===== config.mk =====
export PLATFORM = sky130hd
export DESIGN_NAME = cegs_top
export DESIGN_NICKNAME = d
export VERILOG_FILES = /design/src/cegs_pkg.sv /design/src/cegs_auto_if.sv /design/src/cegs_top.sv /design/src/cegs_auto_step.sv /design/src/cegs_pix_path.sv
export SDC_FILE = /design/constraint.sdc
export NUM_CORES = 2
export LEC_CHECK = 0
export BUFFER_PORTS_ARGS = -buffer_cell sky130_fd_sc_hd__clkbuf_2
export CAP_MARGIN = 20
export CORE_ASPECT_RATIO = 0.8
export CORE_MARGIN = 8
export CORE_UTILIZATION = 55
export CTS_CLUSTER_DIAMETER = 120
export DETAILED_ROUTE_END_ITERATION = 6
export PLACE_DENSITY = 0.84
export SLEW_MARGIN = 20
export SYNTH_ARGS = -nofsm -noshare
export SYNTH_HDL_FRONTEND = slang
export SYNTH_HIERARCHICAL = 1
export SYNTH_SLANG_ARGS = --single-unit

===== constraint.sdc =====
create_clock -name core_clk -period 6.2 [get_ports core_clk]
set_input_delay 0.93 -clock core_clk [delete_from_list [all_inputs] [get_ports core_clk]]
set_output_delay 0.93 -clock core_clk [all_outputs]
set_load 0.1 [all_outputs]

===== src/cegs_pkg.sv =====
// shared constants
package cegs_pkg;
   localparam int EXPO_W    = 24;
   localparam int GAIN_W    = 10;
   localparam int BRI_W     = 8;
   localparam int SHIFT_W   = 3;
   localparam int PIX_W     = 12;
   localparam int DEC_W     = 4;
   localparam int SEQ_SETS  = 8;
   localparam int HDR_GRPS  = 4;
   localparam logic [BRI_W-1:0]  AUTO_TOL  = 8'h08;
   localparam logic [EXPO_W-1:0] EXPO_RST  = 24'h002710;
   localparam logic [GAIN_W-1:0] GAIN_RST  = 10'h000;
   localparam logic [DEC_W-1:0]  DEC_RST   = 4'h1;
   localparam logic [15:0]       TWID_RST  = 16'h0000;
   // auto mode codes as seen on the mode ports
   localparam logic [1:0] AUTO_OFF  = 2'h0;
   localparam logic [1:0] AUTO_ONCE = 2'h1;
   localparam logic [1:0] AUTO_CONT = 2'h2;
   // exposure range mode codes
   localparam logic RANGE_STD   = 1'b0;
   localparam logic RANGE_ULTRA = 1'b1;
   // sensor shutter mode codes
   localparam logic [1:0] SHUT_ROLL  = 2'h0;
   localparam logic [1:0] SHUT_GRST  = 2'h1;
   localparam logic [1:0] SHUT_TROLL = 2'h2;
   typedef enum logic [1:0] {RUN_IDLE, RUN_SEQ, RUN_HDR} cegs_run_t;
endpackage : cegs_pkg


===== src/cegs_auto_if.sv =====
// top to auto unit carrier
`timescale 1ns/100ps
interface cegs_auto_if #(parameter int W = 8);
   logic [W-1:0] cur;
   logic [W-1:0] lo;
   logic [W-1:0] hi;
   logic [7:0]   meas;
   logic [7:0]   target;
   logic [W-1:0] nxt;
   logic         done;
   modport ctl  (output cur, lo, hi, meas, target, input nxt, done);
   modport unit (input cur, lo, hi, meas, target, output nxt, done);
endinterface : cegs_auto_if


===== src/cegs_top.sv =====
// top of the exposure and gain control block
`timescale 1ns/100ps
// Summary of operation
// RULE_01 - manual exposure uses programmed duration exactly
// RULE_02 - one-shot exposure adjusts, then returns to off
// RULE_03 - continuous exposure recomputed every measured frame
// RULE_04 - auto exposure clamped to lower/upper limits
// RULE_05 - trigger enable drops continuous exposure to off
// RULE_06 - ultrashort or standard range, standard if absent
// RULE_07 - manual gain uses programmed value exactly
// RULE_08 - one-shot gain adjusts, then returns to off
// RULE_09 - continuous gain follows brightness every frame
// RULE_10 - auto gain clamped to lower/upper limits
// RULE_11 - digital shift after conversion, only when enabled
// RULE_12 - decimation drops columns and rows
// RULE_13 - sequencer and multi exposure mutually exclusive
// RULE_14 - eight stored sets, total count sets cycle
// RULE_15 - software stops sequencer, enters config before edits
// RULE_16 - load copies set to live, save stores
// RULE_17 - stored sets locked while sequencer runs
// RULE_18 - trigger width and range locked while running
// RULE_19 - restart makes next frame use first set
// RULE_20 - multi exposure cycles up to four groups
// RULE_21 - non-rolling shutter halves multi exposure rate
// RULE_22 - auto modes steer toward target brightness
// RULE_23 - one-shot ends within tolerance or at limit
module cegs_top #(
   parameter int  EW           = cegs_pkg::EXPO_W,
   parameter int  GW           = cegs_pkg::GAIN_W,
   parameter int  SW           = cegs_pkg::SHIFT_W,
   parameter int  NSETS        = cegs_pkg::SEQ_SETS,
   parameter int  NGRPS        = cegs_pkg::HDR_GRPS,
   parameter bit  ULTRA_OPTION = 1'b1
) (
   input  wire logic                       core_clk,
   input  wire logic                       rst,
   // live settings
   input  wire logic                       expo_wr,
   input  wire logic [EW-1:0]              expo_wdata,
   input  wire logic                       gain_wr,
   input  wire logic [GW-1:0]              gain_wdata,
   input  wire logic [SW-1:0]              dshift_in,
   input  wire logic                       dshift_en_in,
   input  wire logic                       expo_auto_wr,
   input  wire logic [1:0]                 expo_auto_wdata,
   input  wire logic                       gain_auto_wr,
   input  wire logic [1:0]                 gain_auto_wdata,
   input  wire logic [EW-1:0]              expo_lo,
   input  wire logic [EW-1:0]              expo_hi,
   input  wire logic [GW-1:0]              gain_lo,
   input  wire logic [GW-1:0]              gain_hi,
   input  wire logic [7:0]                 target_bright,
   input  wire logic                       range_wr,
   input  wire logic                       range_wdata,
   input  wire logic                       trig_width_wr,
   input  wire logic [15:0]                trig_width_wdata,
   input  wire logic                       trig_en,
   input  wire logic [1:0]                 shutter_mode,
   input  wire logic [cegs_pkg::DEC_W-1:0] decim_h,
   input  wire logic [cegs_pkg::DEC_W-1:0] decim_v,
   // sequencer control
   input  wire logic                       seq_mode,
   input  wire logic                       seq_cfg_mode,
   input  wire logic [3:0]                 seq_total,
   input  wire logic [2:0]                 seq_sel,
   input  wire logic                       seq_load,
   input  wire logic                       seq_save,
   input  wire logic                       seq_restart,
   // multi exposure control
   input  wire logic                       multi_expo_en,
   input  wire logic [1:0]                 multi_expo_index,
   input  wire logic [2:0]                 multi_expo_count,
   input  wire logic                       multi_expo_wr,
   input  wire logic [EW-1:0]              multi_expo_duration,
   input  wire logic [GW-1:0]              multi_expo_amp,
   // frame timing and measurement
   input  wire logic                       frame_start,
   input  wire logic                       meas_valid,
   input  wire logic [7:0]                 meas_bright,
   // pixels
   input  wire logic                       pix_valid,
   input  wire logic                       pix_sof,
   input  wire logic                       pix_sol,
   input  wire logic [cegs_pkg::PIX_W-1:0] pix_data,
   // outputs to sensor and host
   output logic                            frame_go,
   output logic [EW-1:0]                   frame_expo,
   output logic [GW-1:0]                   frame_gain,
   output logic [2:0]                      frame_set,
   output logic [1:0]                      expo_auto_mode,
   output logic [1:0]                      gain_auto_mode,
   output logic [EW-1:0]                   expo_live,
   output logic [GW-1:0]                   gain_live,
   output logic                            range_mode,
   output logic [15:0]                     trig_width,
   output logic                            seq_active,
   output logic                            multi_expo_active,
   output logic                            out_valid,
   output logic [cegs_pkg::PIX_W-1:0]      out_data
);
   cegs_pkg::cegs_run_t run, next_run;
   logic [EW-1:0] seq_expo [NSETS];
   logic [GW-1:0] seq_gain [NSETS];
   logic [SW-1:0] seq_shift [NSETS];
   logic [EW-1:0] next_seq_expo [NSETS];
   logic [GW-1:0] next_seq_gain [NSETS];
   logic [SW-1:0] next_seq_shift [NSETS];
   logic [EW-1:0] grp_dur [NGRPS];
   logic [GW-1:0] grp_amp [NGRPS];
   logic [EW-1:0] next_grp_dur [NGRPS];
   logic [GW-1:0] next_grp_amp [NGRPS];
   logic [SW-1:0] shift_live, next_shift_live, app_shift;
   logic          app_shift_en;
   logic [EW-1:0] next_expo_live, next_frame_expo;
   logic [GW-1:0] next_gain_live, next_frame_gain;
   logic [1:0]    next_expo_mode, next_gain_mode;
   logic          next_range, trig_q;
   logic [15:0]   next_twid;
   logic [2:0]    seq_idx, next_seq_idx, next_frame_set;
   logic [1:0]    grp_idx, next_grp_idx;
   logic          restart_pend, next_restart_pend;
   logic          half_skip, next_half_skip, next_frame_go;

   cegs_auto_if #(.W(EW)) ae_if ();
   cegs_auto_if #(.W(GW)) ag_if ();

   // auto units see live value, window and brightness
   assign ae_if.cur    = expo_live;
   assign ae_if.lo     = expo_lo;
   assign ae_if.hi     = expo_hi;
   assign ae_if.meas   = meas_bright;
   assign ae_if.target = target_bright;
   assign ag_if.cur    = gain_live;
   assign ag_if.lo     = gain_lo;
   assign ag_if.hi     = gain_hi;
   assign ag_if.meas   = meas_bright;
   assign ag_if.target = target_bright;

   cegs_auto_step #(.W(EW)) u_ae (.a(ae_if));
   cegs_auto_step #(.W(GW)) u_ag (.a(ag_if));

   // wrap an index at a programmed count, zero count behaves as one
   function automatic logic [2:0] wrap_inc(input logic [2:0] i, input logic [3:0] n);
      wrap_inc = ({1'b0, i} + 4'h1 >= n) ? 3'h0 : i + 3'h1;
   endfunction : wrap_inc

   // run state: whichever mode got in first keeps the other out
   always_comb begin
      next_run = run;
      case (run)
         cegs_pkg::RUN_IDLE: begin
            if (seq_mode) begin
               next_run = cegs_pkg::RUN_SEQ;   // [RULE_13]
            end else if (multi_expo_en) begin
               next_run = cegs_pkg::RUN_HDR;   // [RULE_13]
            end
         end
         cegs_pkg::RUN_SEQ: begin
            if (!seq_mode) begin
               next_run = cegs_pkg::RUN_IDLE;
            end
         end
         cegs_pkg::RUN_HDR: begin
            if (!multi_expo_en) begin
               next_run = cegs_pkg::RUN_IDLE;
            end
         end
         default: next_run = cegs_pkg::RUN_IDLE;
      endcase
   end

   // stored sets and groups; set saves only outside a running sequence, group writes at any time
   always_comb begin
      next_seq_expo  = seq_expo;
      next_seq_gain  = seq_gain;
      next_seq_shift = seq_shift;
      next_grp_dur   = grp_dur;
      next_grp_amp   = grp_amp;
      if (seq_save && seq_cfg_mode && run != cegs_pkg::RUN_SEQ) begin // [RULE_17] [RULE_15]
         next_seq_expo[seq_sel] = expo_live; // [RULE_16]
         next_seq_gain[seq_sel] = gain_live; // [RULE_16]
         next_seq_shift[seq_sel] = shift_live; // [RULE_16]
      end
      if (multi_expo_wr) begin
         next_grp_dur[multi_expo_index] = multi_expo_duration; // [RULE_20]
         next_grp_amp[multi_expo_index] = multi_expo_amp; // [RULE_20]
      end
   end

   // live settings and auto mode bookkeeping
   always_comb begin
      next_expo_live  = expo_live;
      next_gain_live  = gain_live;
      next_shift_live = dshift_in;
      next_expo_mode  = expo_auto_mode;
      next_gain_mode  = gain_auto_mode;
      next_range      = range_mode;
      next_twid       = trig_width;
      if (expo_wr) begin
         next_expo_live = expo_wdata; // [RULE_01]
      end
      if (gain_wr) begin
         next_gain_live = gain_wdata; // [RULE_07]
      end
      if (seq_load && run != cegs_pkg::RUN_SEQ) begin
         next_expo_live = seq_expo[seq_sel]; // [RULE_16]
         next_gain_live = seq_gain[seq_sel]; // [RULE_16]
         next_shift_live = seq_shift[seq_sel]; // [RULE_16]
      end
      // auto loops run once per measured frame outside stored modes
      if (meas_valid && run == cegs_pkg::RUN_IDLE) begin
         if (expo_auto_mode != cegs_pkg::AUTO_OFF) begin
            next_expo_live = ae_if.nxt; // [RULE_03] [RULE_02]
         end
         if (gain_auto_mode != cegs_pkg::AUTO_OFF) begin
            next_gain_live = ag_if.nxt; // [RULE_09] [RULE_08]
         end
         if (expo_auto_mode == cegs_pkg::AUTO_ONCE && ae_if.done) begin
            next_expo_mode = cegs_pkg::AUTO_OFF; // [RULE_02] [RULE_23]
         end
         if (gain_auto_mode == cegs_pkg::AUTO_ONCE && ag_if.done) begin
            next_gain_mode = cegs_pkg::AUTO_OFF; // [RULE_08] [RULE_23]
         end
      end
      if (trig_en && !trig_q && expo_auto_mode == cegs_pkg::AUTO_CONT) begin
         next_expo_mode = cegs_pkg::AUTO_OFF; // [RULE_05]
      end
      // host writes win over the self-clear in the same cycle
      if (expo_auto_wr) begin
         next_expo_mode = expo_auto_wdata;
      end
      if (gain_auto_wr) begin
         next_gain_mode = gain_auto_wdata;
      end
      if (run != cegs_pkg::RUN_SEQ) begin
         if (range_wr) begin
            next_range = ULTRA_OPTION ? range_wdata : cegs_pkg::RANGE_STD; // [RULE_06] [RULE_18]
         end
         if (trig_width_wr) begin
            next_twid = trig_width_wdata; // [RULE_18]
         end
      end
   end

   // per frame choice of parameters
   always_comb begin
      next_frame_go     = 1'b0;
      next_frame_expo   = frame_expo;
      next_frame_gain   = frame_gain;
      next_frame_set    = frame_set;
      next_seq_idx      = seq_idx;
      next_grp_idx      = grp_idx;
      next_half_skip    = half_skip;
      next_restart_pend = restart_pend | seq_restart;
      if (run != cegs_pkg::RUN_HDR) begin
         next_half_skip = 1'b0;
         next_grp_idx   = 2'h0;
      end
      if (run != cegs_pkg::RUN_SEQ && !seq_restart) begin
         next_seq_idx = 3'h0;
      end
      if (frame_start) begin
         case (run)
            cegs_pkg::RUN_SEQ: begin
               next_frame_go = 1'b1;
               next_frame_set = (restart_pend | seq_restart) ? 3'h0 : seq_idx; // [RULE_19]
               next_frame_expo = seq_expo[next_frame_set];
               next_frame_gain = seq_gain[next_frame_set];
               next_seq_idx = wrap_inc(next_frame_set, seq_total); // [RULE_14]
               next_restart_pend = 1'b0;
            end
            cegs_pkg::RUN_HDR: begin
               // only rolling shutter runs every frame
               if (half_skip && shutter_mode != cegs_pkg::SHUT_ROLL) begin
                  next_half_skip = 1'b0; // [RULE_21]
               end else begin
                  next_frame_go = 1'b1;
                  next_frame_set = {1'b0, grp_idx};
                  next_frame_expo = grp_dur[grp_idx]; // [RULE_20]
                  next_frame_gain = grp_amp[grp_idx]; // [RULE_20]
                  next_grp_idx = 2'(wrap_inc({1'b0, grp_idx}, {1'b0, multi_expo_count}));
                  next_half_skip = (shutter_mode != cegs_pkg::SHUT_ROLL); // [RULE_21]
               end
            end
            default: begin
               next_frame_go = 1'b1;
               next_frame_set = 3'h0;
               next_frame_expo = expo_live; // [RULE_01]
               next_frame_gain = gain_live; // [RULE_07]
            end
         endcase
      end
   end

   // digital shift follows the active set while sequencing
   always_comb begin
      app_shift    = (run == cegs_pkg::RUN_SEQ) ? seq_shift[frame_set] : shift_live;
      app_shift_en = dshift_en_in;
   end

   always_ff @(posedge core_clk) begin
      if (rst) begin
         run <= cegs_pkg::RUN_IDLE;
         seq_expo <= '{default: cegs_pkg::EXPO_RST};
         seq_gain <= '{default: cegs_pkg::GAIN_RST};
         seq_shift <= '{default: '0};
         grp_dur <= '{default: cegs_pkg::EXPO_RST};
         grp_amp <= '{default: cegs_pkg::GAIN_RST};
         expo_live <= cegs_pkg::EXPO_RST;
         gain_live <= cegs_pkg::GAIN_RST;
         shift_live <= '0;
         expo_auto_mode <= cegs_pkg::AUTO_OFF;
         gain_auto_mode <= cegs_pkg::AUTO_OFF;
         range_mode <= cegs_pkg::RANGE_STD;
         trig_width <= cegs_pkg::TWID_RST;
         trig_q <= 1'b0;
         frame_go <= 1'b0;
         frame_expo <= cegs_pkg::EXPO_RST;
         frame_gain <= cegs_pkg::GAIN_RST;
         frame_set <= 3'h0;
         seq_idx <= 3'h0;
         grp_idx <= 2'h0;
         restart_pend <= 1'b0;
         half_skip <= 1'b0;
         seq_active <= 1'b0;
         multi_expo_active <= 1'b0;
      end else begin
         run <= next_run;
         seq_expo <= next_seq_expo;
         seq_gain <= next_seq_gain;
         seq_shift <= next_seq_shift;
         grp_dur <= next_grp_dur;
         grp_amp <= next_grp_amp;
         expo_live <= next_expo_live;
         gain_live <= next_gain_live;
         shift_live <= next_shift_live;
         expo_auto_mode <= next_expo_mode;
         gain_auto_mode <= next_gain_mode;
         range_mode <= next_range;
         trig_width <= next_twid;
         trig_q <= trig_en;
         frame_go <= next_frame_go;
         frame_expo <= next_frame_expo;
         frame_gain <= next_frame_gain;
         frame_set <= next_frame_set;
         seq_idx <= next_seq_idx;
         grp_idx <= next_grp_idx;
         restart_pend <= next_restart_pend;
         half_skip <= next_half_skip;
         seq_active <= (next_run == cegs_pkg::RUN_SEQ);
         multi_expo_active <= (next_run == cegs_pkg::RUN_HDR);
      end
   end

   // gain after conversion and decimation on the pixel stream
   cegs_pix_path #(
      .PW (cegs_pkg::PIX_W),
      .DW (cegs_pkg::DEC_W),
      .SW (SW)
   ) u_pix (
      .core_clk  (core_clk),
      .rst       (rst),
      .pix_valid (pix_valid),
      .pix_sof   (pix_sof),
      .pix_sol   (pix_sol),
      .pix_data  (pix_data),
      .decim_h   (decim_h),
      .decim_v   (decim_v),
      .dshift    (app_shift),
      .dshift_en (app_shift_en),
      .out_valid (out_valid),
      .out_data  (out_data)
   );
endmodule : cegs_top


===== src/cegs_auto_step.sv =====
// one brightness driven adjust step with limit clamp
`timescale 1ns/100ps
module cegs_auto_step #(
   parameter int W = 8
) (
   cegs_auto_if.unit a
);
   // keep the value inside the programmed auto window
   function automatic logic [W-1:0] clamp(input logic [W-1:0] v, input logic [W-1:0] l,
                                          input logic [W-1:0] h);
      clamp = (v < l) ? l : ((v > h) ? h : v);
   endfunction : clamp

   logic [W-1:0] delta;
   logic [W:0]   up_sum;
   logic [8:0]   meas_hi;
   logic [8:0]   tgt_hi;

   // proportional step of one eighth keeps the loop from ringing
   always_comb begin
      delta   = (a.cur >> 3) + {{(W-1){1'b0}}, 1'b1};
      up_sum  = {1'b0, a.cur} + {1'b0, delta};
      meas_hi = {1'b0, a.meas} + {1'b0, cegs_pkg::AUTO_TOL};
      tgt_hi  = {1'b0, a.target} + {1'b0, cegs_pkg::AUTO_TOL};
      if (meas_hi < {1'b0, a.target}) begin
         // too dark: raise toward target [RULE_22]
         a.nxt  = up_sum[W] ? a.hi : clamp(up_sum[W-1:0], a.lo, a.hi); // [RULE_04] [RULE_10]
         a.done = (a.cur >= a.hi); // [RULE_23]
      end else if ({1'b0, a.meas} > tgt_hi) begin
         // too bright: lower toward target [RULE_22]
         a.nxt  = (a.cur < delta) ? a.lo : clamp(a.cur - delta, a.lo, a.hi); // [RULE_04] [RULE_10]
         a.done = (a.cur <= a.lo); // [RULE_23]
      end else begin
         a.nxt  = clamp(a.cur, a.lo, a.hi);
         a.done = 1'b1; // [RULE_23]
      end
   end
endmodule : cegs_auto_step


===== src/cegs_pix_path.sv =====
// pixel path: decimation and digital shift after conversion
`timescale 1ns/100ps
module cegs_pix_path #(
   parameter int PW = cegs_pkg::PIX_W,
   parameter int DW = cegs_pkg::DEC_W,
   parameter int SW = cegs_pkg::SHIFT_W
) (
   input  wire logic          core_clk,
   input  wire logic          rst,
   input  wire logic          pix_valid,
   input  wire logic          pix_sof,
   input  wire logic          pix_sol,
   input  wire logic [PW-1:0] pix_data,
   input  wire logic [DW-1:0] decim_h,
   input  wire logic [DW-1:0] decim_v,
   input  wire logic [SW-1:0] dshift,
   input  wire logic          dshift_en,
   output logic               out_valid,
   output logic [PW-1:0]      out_data
);
   logic [DW-1:0] col, next_col, row, next_row;
   logic          next_valid;
   logic [PW-1:0] next_data;
   logic [DW-1:0] col_c, row_c;
   logic [PW+7:0] shifted;

   // phase counters; a factor of 0 is treated as 1
   always_comb begin
      // a line start steps the row phase before its pixel is judged
      col_c = pix_sol ? '0 : col;
      row_c = pix_sof ? '0 : (!pix_sol ? row : ((row + 1'b1 >= decim_v) ? '0 : row + 1'b1));
      next_col = col;
      next_row = row_c;
      if (pix_valid) begin
         next_col = (col_c + 1'b1 >= decim_h) ? '0 : col_c + 1'b1;
      end
      // keep only first column and row of each group [RULE_12]
      next_valid = pix_valid && (col_c == '0) && (row_c == '0);
      // shift with saturation so bright pixels do not wrap [RULE_11]
      shifted   = {8'h00, pix_data} << dshift;
      next_data = pix_data;
      if (dshift_en) begin
         next_data = (|shifted[PW+7:PW]) ? {PW{1'b1}} : shifted[PW-1:0]; // [RULE_11]
      end
   end

   always_ff @(posedge core_clk) begin
      if (rst) begin
         col       <= '0;
         row       <= '0;
         out_valid <= 1'b0;
         out_data  <= '0;
      end else begin
         col       <= next_col;
         row       <= next_row;
         out_valid <= next_valid;
         out_data  <= next_data;
      end
   end
endmodule : cegs_pix_path


==> summary.md <==
| Metric | Value |
|---|---|
| RSZ-0062 raised after global routing | yes |
| Die extent in y | 255 um |
| Fin area | 0.0442 mm^2 |
| Avg WL per Cell | 24.0 um |
| Setup ws final | 0.109 ns |
| WL final | 148000 um |
| Effective utilization at floorplan | 0.557 |
| Register area share after synthesis | 0.285 |
| Status | completed |
| Post-synth cell types | 114 |
| Largest family of logic cells by synthesized area | compound AO/OA/AOI/OAI gates |
| Vias per inst | 6.62 |
| Fin crit share | 0.982 |
| Vias in the first global route | 38162 |
| Psw | 4.97 mW |
| Initial DRC count | 5724 |
| Post-Synth XOR/XNOR Area | 0.0213 |
| Req. time, crit path | 6.75 ns |
| Initial antenna violation count | 8 |
| Power Dens Cells | 280 mW/mm^2 |
| GRT Util Overall | 0.341 |
| Top cells by count, synth | 1071 x nand2_1, 617 x a21oi_1, 561 x dfxtp_1 |
| FF-to-FF path depth | 30 |
| Startpoint types | register |
| Area contributors post-synth | dfxtp_1 28%, nand2_1 10%, ha_1 10%, a21oi_1 7.8%, mux2i_1 6.9% |
| DP Area | 0.0418 mm^2 |
| Core ar. | 0.0708 mm^2 |
| Register bit total from synthesis | 561 |
| Number of fill cells | 6072 |
| CP delay by family, top | simple AND/OR/NAND/NOR gates |
| CP peak stage delay | 0.54 ns |
| Final ANT Viol Nets | 0 |
| Die area | 0.0805 mm^2 |
| Top-count cell post-synth | nand2_1 |
| Post-Synth Simple-Gate Area | 0.202 |
| Worst-margin pin slew | 1.25 ns |
| Syn_nets | 5547 |
| Share of layout cells above drive strength 1 | 0.164 |
| Total Nets Final | 5721 |
| Final Max Slew Viols | 0 |
| Pin count of the biggest net entering global routing | 251 |
| R2r setup slk | 0.11 ns |
| Maximum net fanout on the critical path | 11 |
| Gate Count Post-Synth | 4995 |
| Via count | 40713 |
| Buffers added on ports | 339 |
| VDD IR max | 260 uV |
| MaxCap Viol Count | 0 |
| # hold bufs at CTS | 0 |
| CP max stage cell | or4_4 |
| Clock root cell | clkbuf_16 |
| TritonCTS Sinks | 561 |
| Fmax | 164 MHz |
| Clock period minus worst slack | 6.09 ns |
| Post-synthesis compound-gate area fraction | 0.222 |
| Rel. slew slack | 0.163 |
| Critical Path End Type | register |
| Post-DP HPWL | 102000 um |
| Min-Delay Path Class | register to register |
| First-pass GRT wire length | 222000 um |
| Layout area overhead | 12.2% |
| Sw Ratio | 0.401 |
| Mux cell area share after synthesis | 0.107 |
| Clock-pin slew on the worst setup and hold paths | 0.07 ns |
| Setup CP Type | register to register |
| Later-pin clock latency in the skew report | 0.64 ns |
| Clock Skew | 0.0286 ns |
| Comb power frac | 0.401 |
| Global route total overflow | 0 |
| CP bufs+invs | 5 |
| Final GP Congestion | 1.05 |
| Drt first pass iters | 6 |
| Num CTS Buffers | 57 |
| Place WS | -0.137 ns |
| Post-synth EDFFs | 0 |
| DRC violations left | 0 |
| Critical Path Stages | 30 |
| Final setup violation count | 0 |
| DIE WIDTH | 315 um |
| Clock Path Buffers | 3 |
| Top-Level Pins | 340 |
| Part of the power in the clock network | 0.290 |
| Hold path depth | 2 |
| Final hold vios | 0 |
| Synth Area in Adders | 0.102 |
| Post-Syn Area | 0.0394 mm^2 |
| Final core utilization | 0.625 |
| Flop pwr share | 0.309 |
| Area share of the largest cell type after synthesis | 0.285 |
| Ys async rst share | 0 |
| H-tree depth | 2 |
| Synthesis Warnings | 6 |
| Static Leakage | 18.1 nW |
| Most area-hungry cell type in the Yosys netlist | dfxtp_1 |
| CTS tree | built |
| Row count | 87 |
| Internal | 7.42 mW |
| Avg Synthesized Cell Area | 7.89 um^2 |
| Synth Flop Type | dfxtp_1 |
| Worst path arrival time | 6.64 ns |
[logic make-up after synthesis]
| group | after synthesis |
|---|---|
| buffers and inverters | 555 |
| DFF | 561 |
| AOI/OAI and AO/OA | 1326 |
| xor gates and xnor gates | 96 |
| adders and majority gates | 320 |
| muxes | 363 |
| and+or+nand+nor | 1774 |
[worst reg2reg max path: cells and delay by family, from the launching register on]
| kind | cells | cell delay, ns |
|---|---|---|
| flip-flops | 1 | 0.40 |
| buffers and inverters | 5 | 0.68 |
| AND/OR/NAND/NOR | 13 | 2.69 |
| XOR/XNOR | 2 | 0.39 |
| adder cells (fa/ha/maj) | 2 | 0.52 |
| AO/OA/AOI/OAI | 8 | 1.34 |
[layer usage]
metal,wire [um],global-route usage,vias to the layer above
li1,-,-,18213
met1,57900,0.451,19105
met2,61700,0.504,2841
met3,20200,0.101,544
met4,7770,0.166,10
met5,55,0,-
[flip-flops by register name, summed over array words and instances (netlist names), 3 cells and up]
signal and flops:
seq_expo 192, shift_live 3, trig_width 16, expo_live 24, seq_idx 3, grp_amp 40
frame_gain 10, seq_shift 24, u_pix/col 4, frame_set 3, frame_expo 24, seq_gain 80
u_pix/out_data 12, u_pix/row 4, gain_live 10, grp_dur 96
[worst paths after layout]
path	startpoint	end
hold / removal	grp_dur[36]	grp_dur[36]
hold reg to reg	grp_dur[36]	grp_dur[36]
setup / recovery	expo_live[5]	expo_live[23]
setup reg to reg	expo_live[5]	expo_live[23]
[layout by cell type (no fill, tap or decap), types with 20 or more instances in the layout]
master     Yosys  layout
a221oi_1      21      21
mux2_2        47      47
o221ai_1      51      51
nand3_1       76      69
and3_1        28      23
nand2b_1      35      34
xor2_1        30      28
mux2i_1      270     270
nor2_1       220     217
xnor2_1       66      66
a21oi_1      617     611
clkbuf_16      0      60
or3_1         46      45
mux4_2        43      43
nor2b_1       34      31
a21o_1        37      37
clkbuf_2       1     336
o22ai_1       82      82
nor4_1        46      43
o21ai_0      123     122
o211ai_1      33      33
a211o_1       36      36
buf_4         23     135
a211oi_1      43      39
a221o_1       20      20
nand3b_1      64      64
nand4_1       40      40
a31oi_1       37      37
dfxtp_1      561     544
nor3_1        42      39
ha_1         316     309
inv_1        179     178
nand2_1     1071    1069
o211a_1       24      24
[what timing repair did]
| action | in CTS | in global routing |
|---|---|---|
| pin swaps | 0 | 19 |
| gates resized for setup | 3 | 53 |
| hold endpoints to repair | 0 | 0 |
| setup endpoints to repair | 23 | 24 |
| buffers inserted | 0 | 11 |
| cloned | 0 | 2 |
[per-stage QoR]
stage | hold slack, ns | cells | power, mW | TNS [ns]
after floorplan | 0.432 | 4995 | 7.04 | 0
after global placement | 0.440 | 6028 | 8.39 | 0
after detailed placement | 0.446 | 6030 | 8.45 | -1.27
after CTS | 0.455 | 6137 | 12.0 | 0
after global routing | 0.473 | 6153 | 12.8 | -0.346
final | 0.453 | 6154 | 12.4 | 0
[power groups by stage]
stage / Combinational, mW / Clock, mW / Sequential [mW]
finish: 4.97 / 3.59 / 3.83
global route: 5.25 / 3.74 / 3.83
CTS: 4.58 / 3.59 / 3.82
detailed placement: 4.55 / 0 / 3.90
global placement: 4.49 / 0 / 3.89
floorplan: 2.69 / 0 / 4.35
[cell type report]
class | count | area (um^2) | share of cell area
Antenna cell | 3 | 7.51 | 0.000170
Clock buffer | 78 | 1620 | 0.0366
Clock inverter | 29 | 304 | 0.00688
Inverter | 184 | 693 | 0.0157
Multi-Input combinational cell | 3879 | 26100 | 0.591
Sequential cell | 561 | 11300 | 0.255
Tap cell | 934 | 1170 | 0.0264
Timing Repair Buffer | 486 | 2990 | 0.0676
Power figures use the tool's default switching activity.
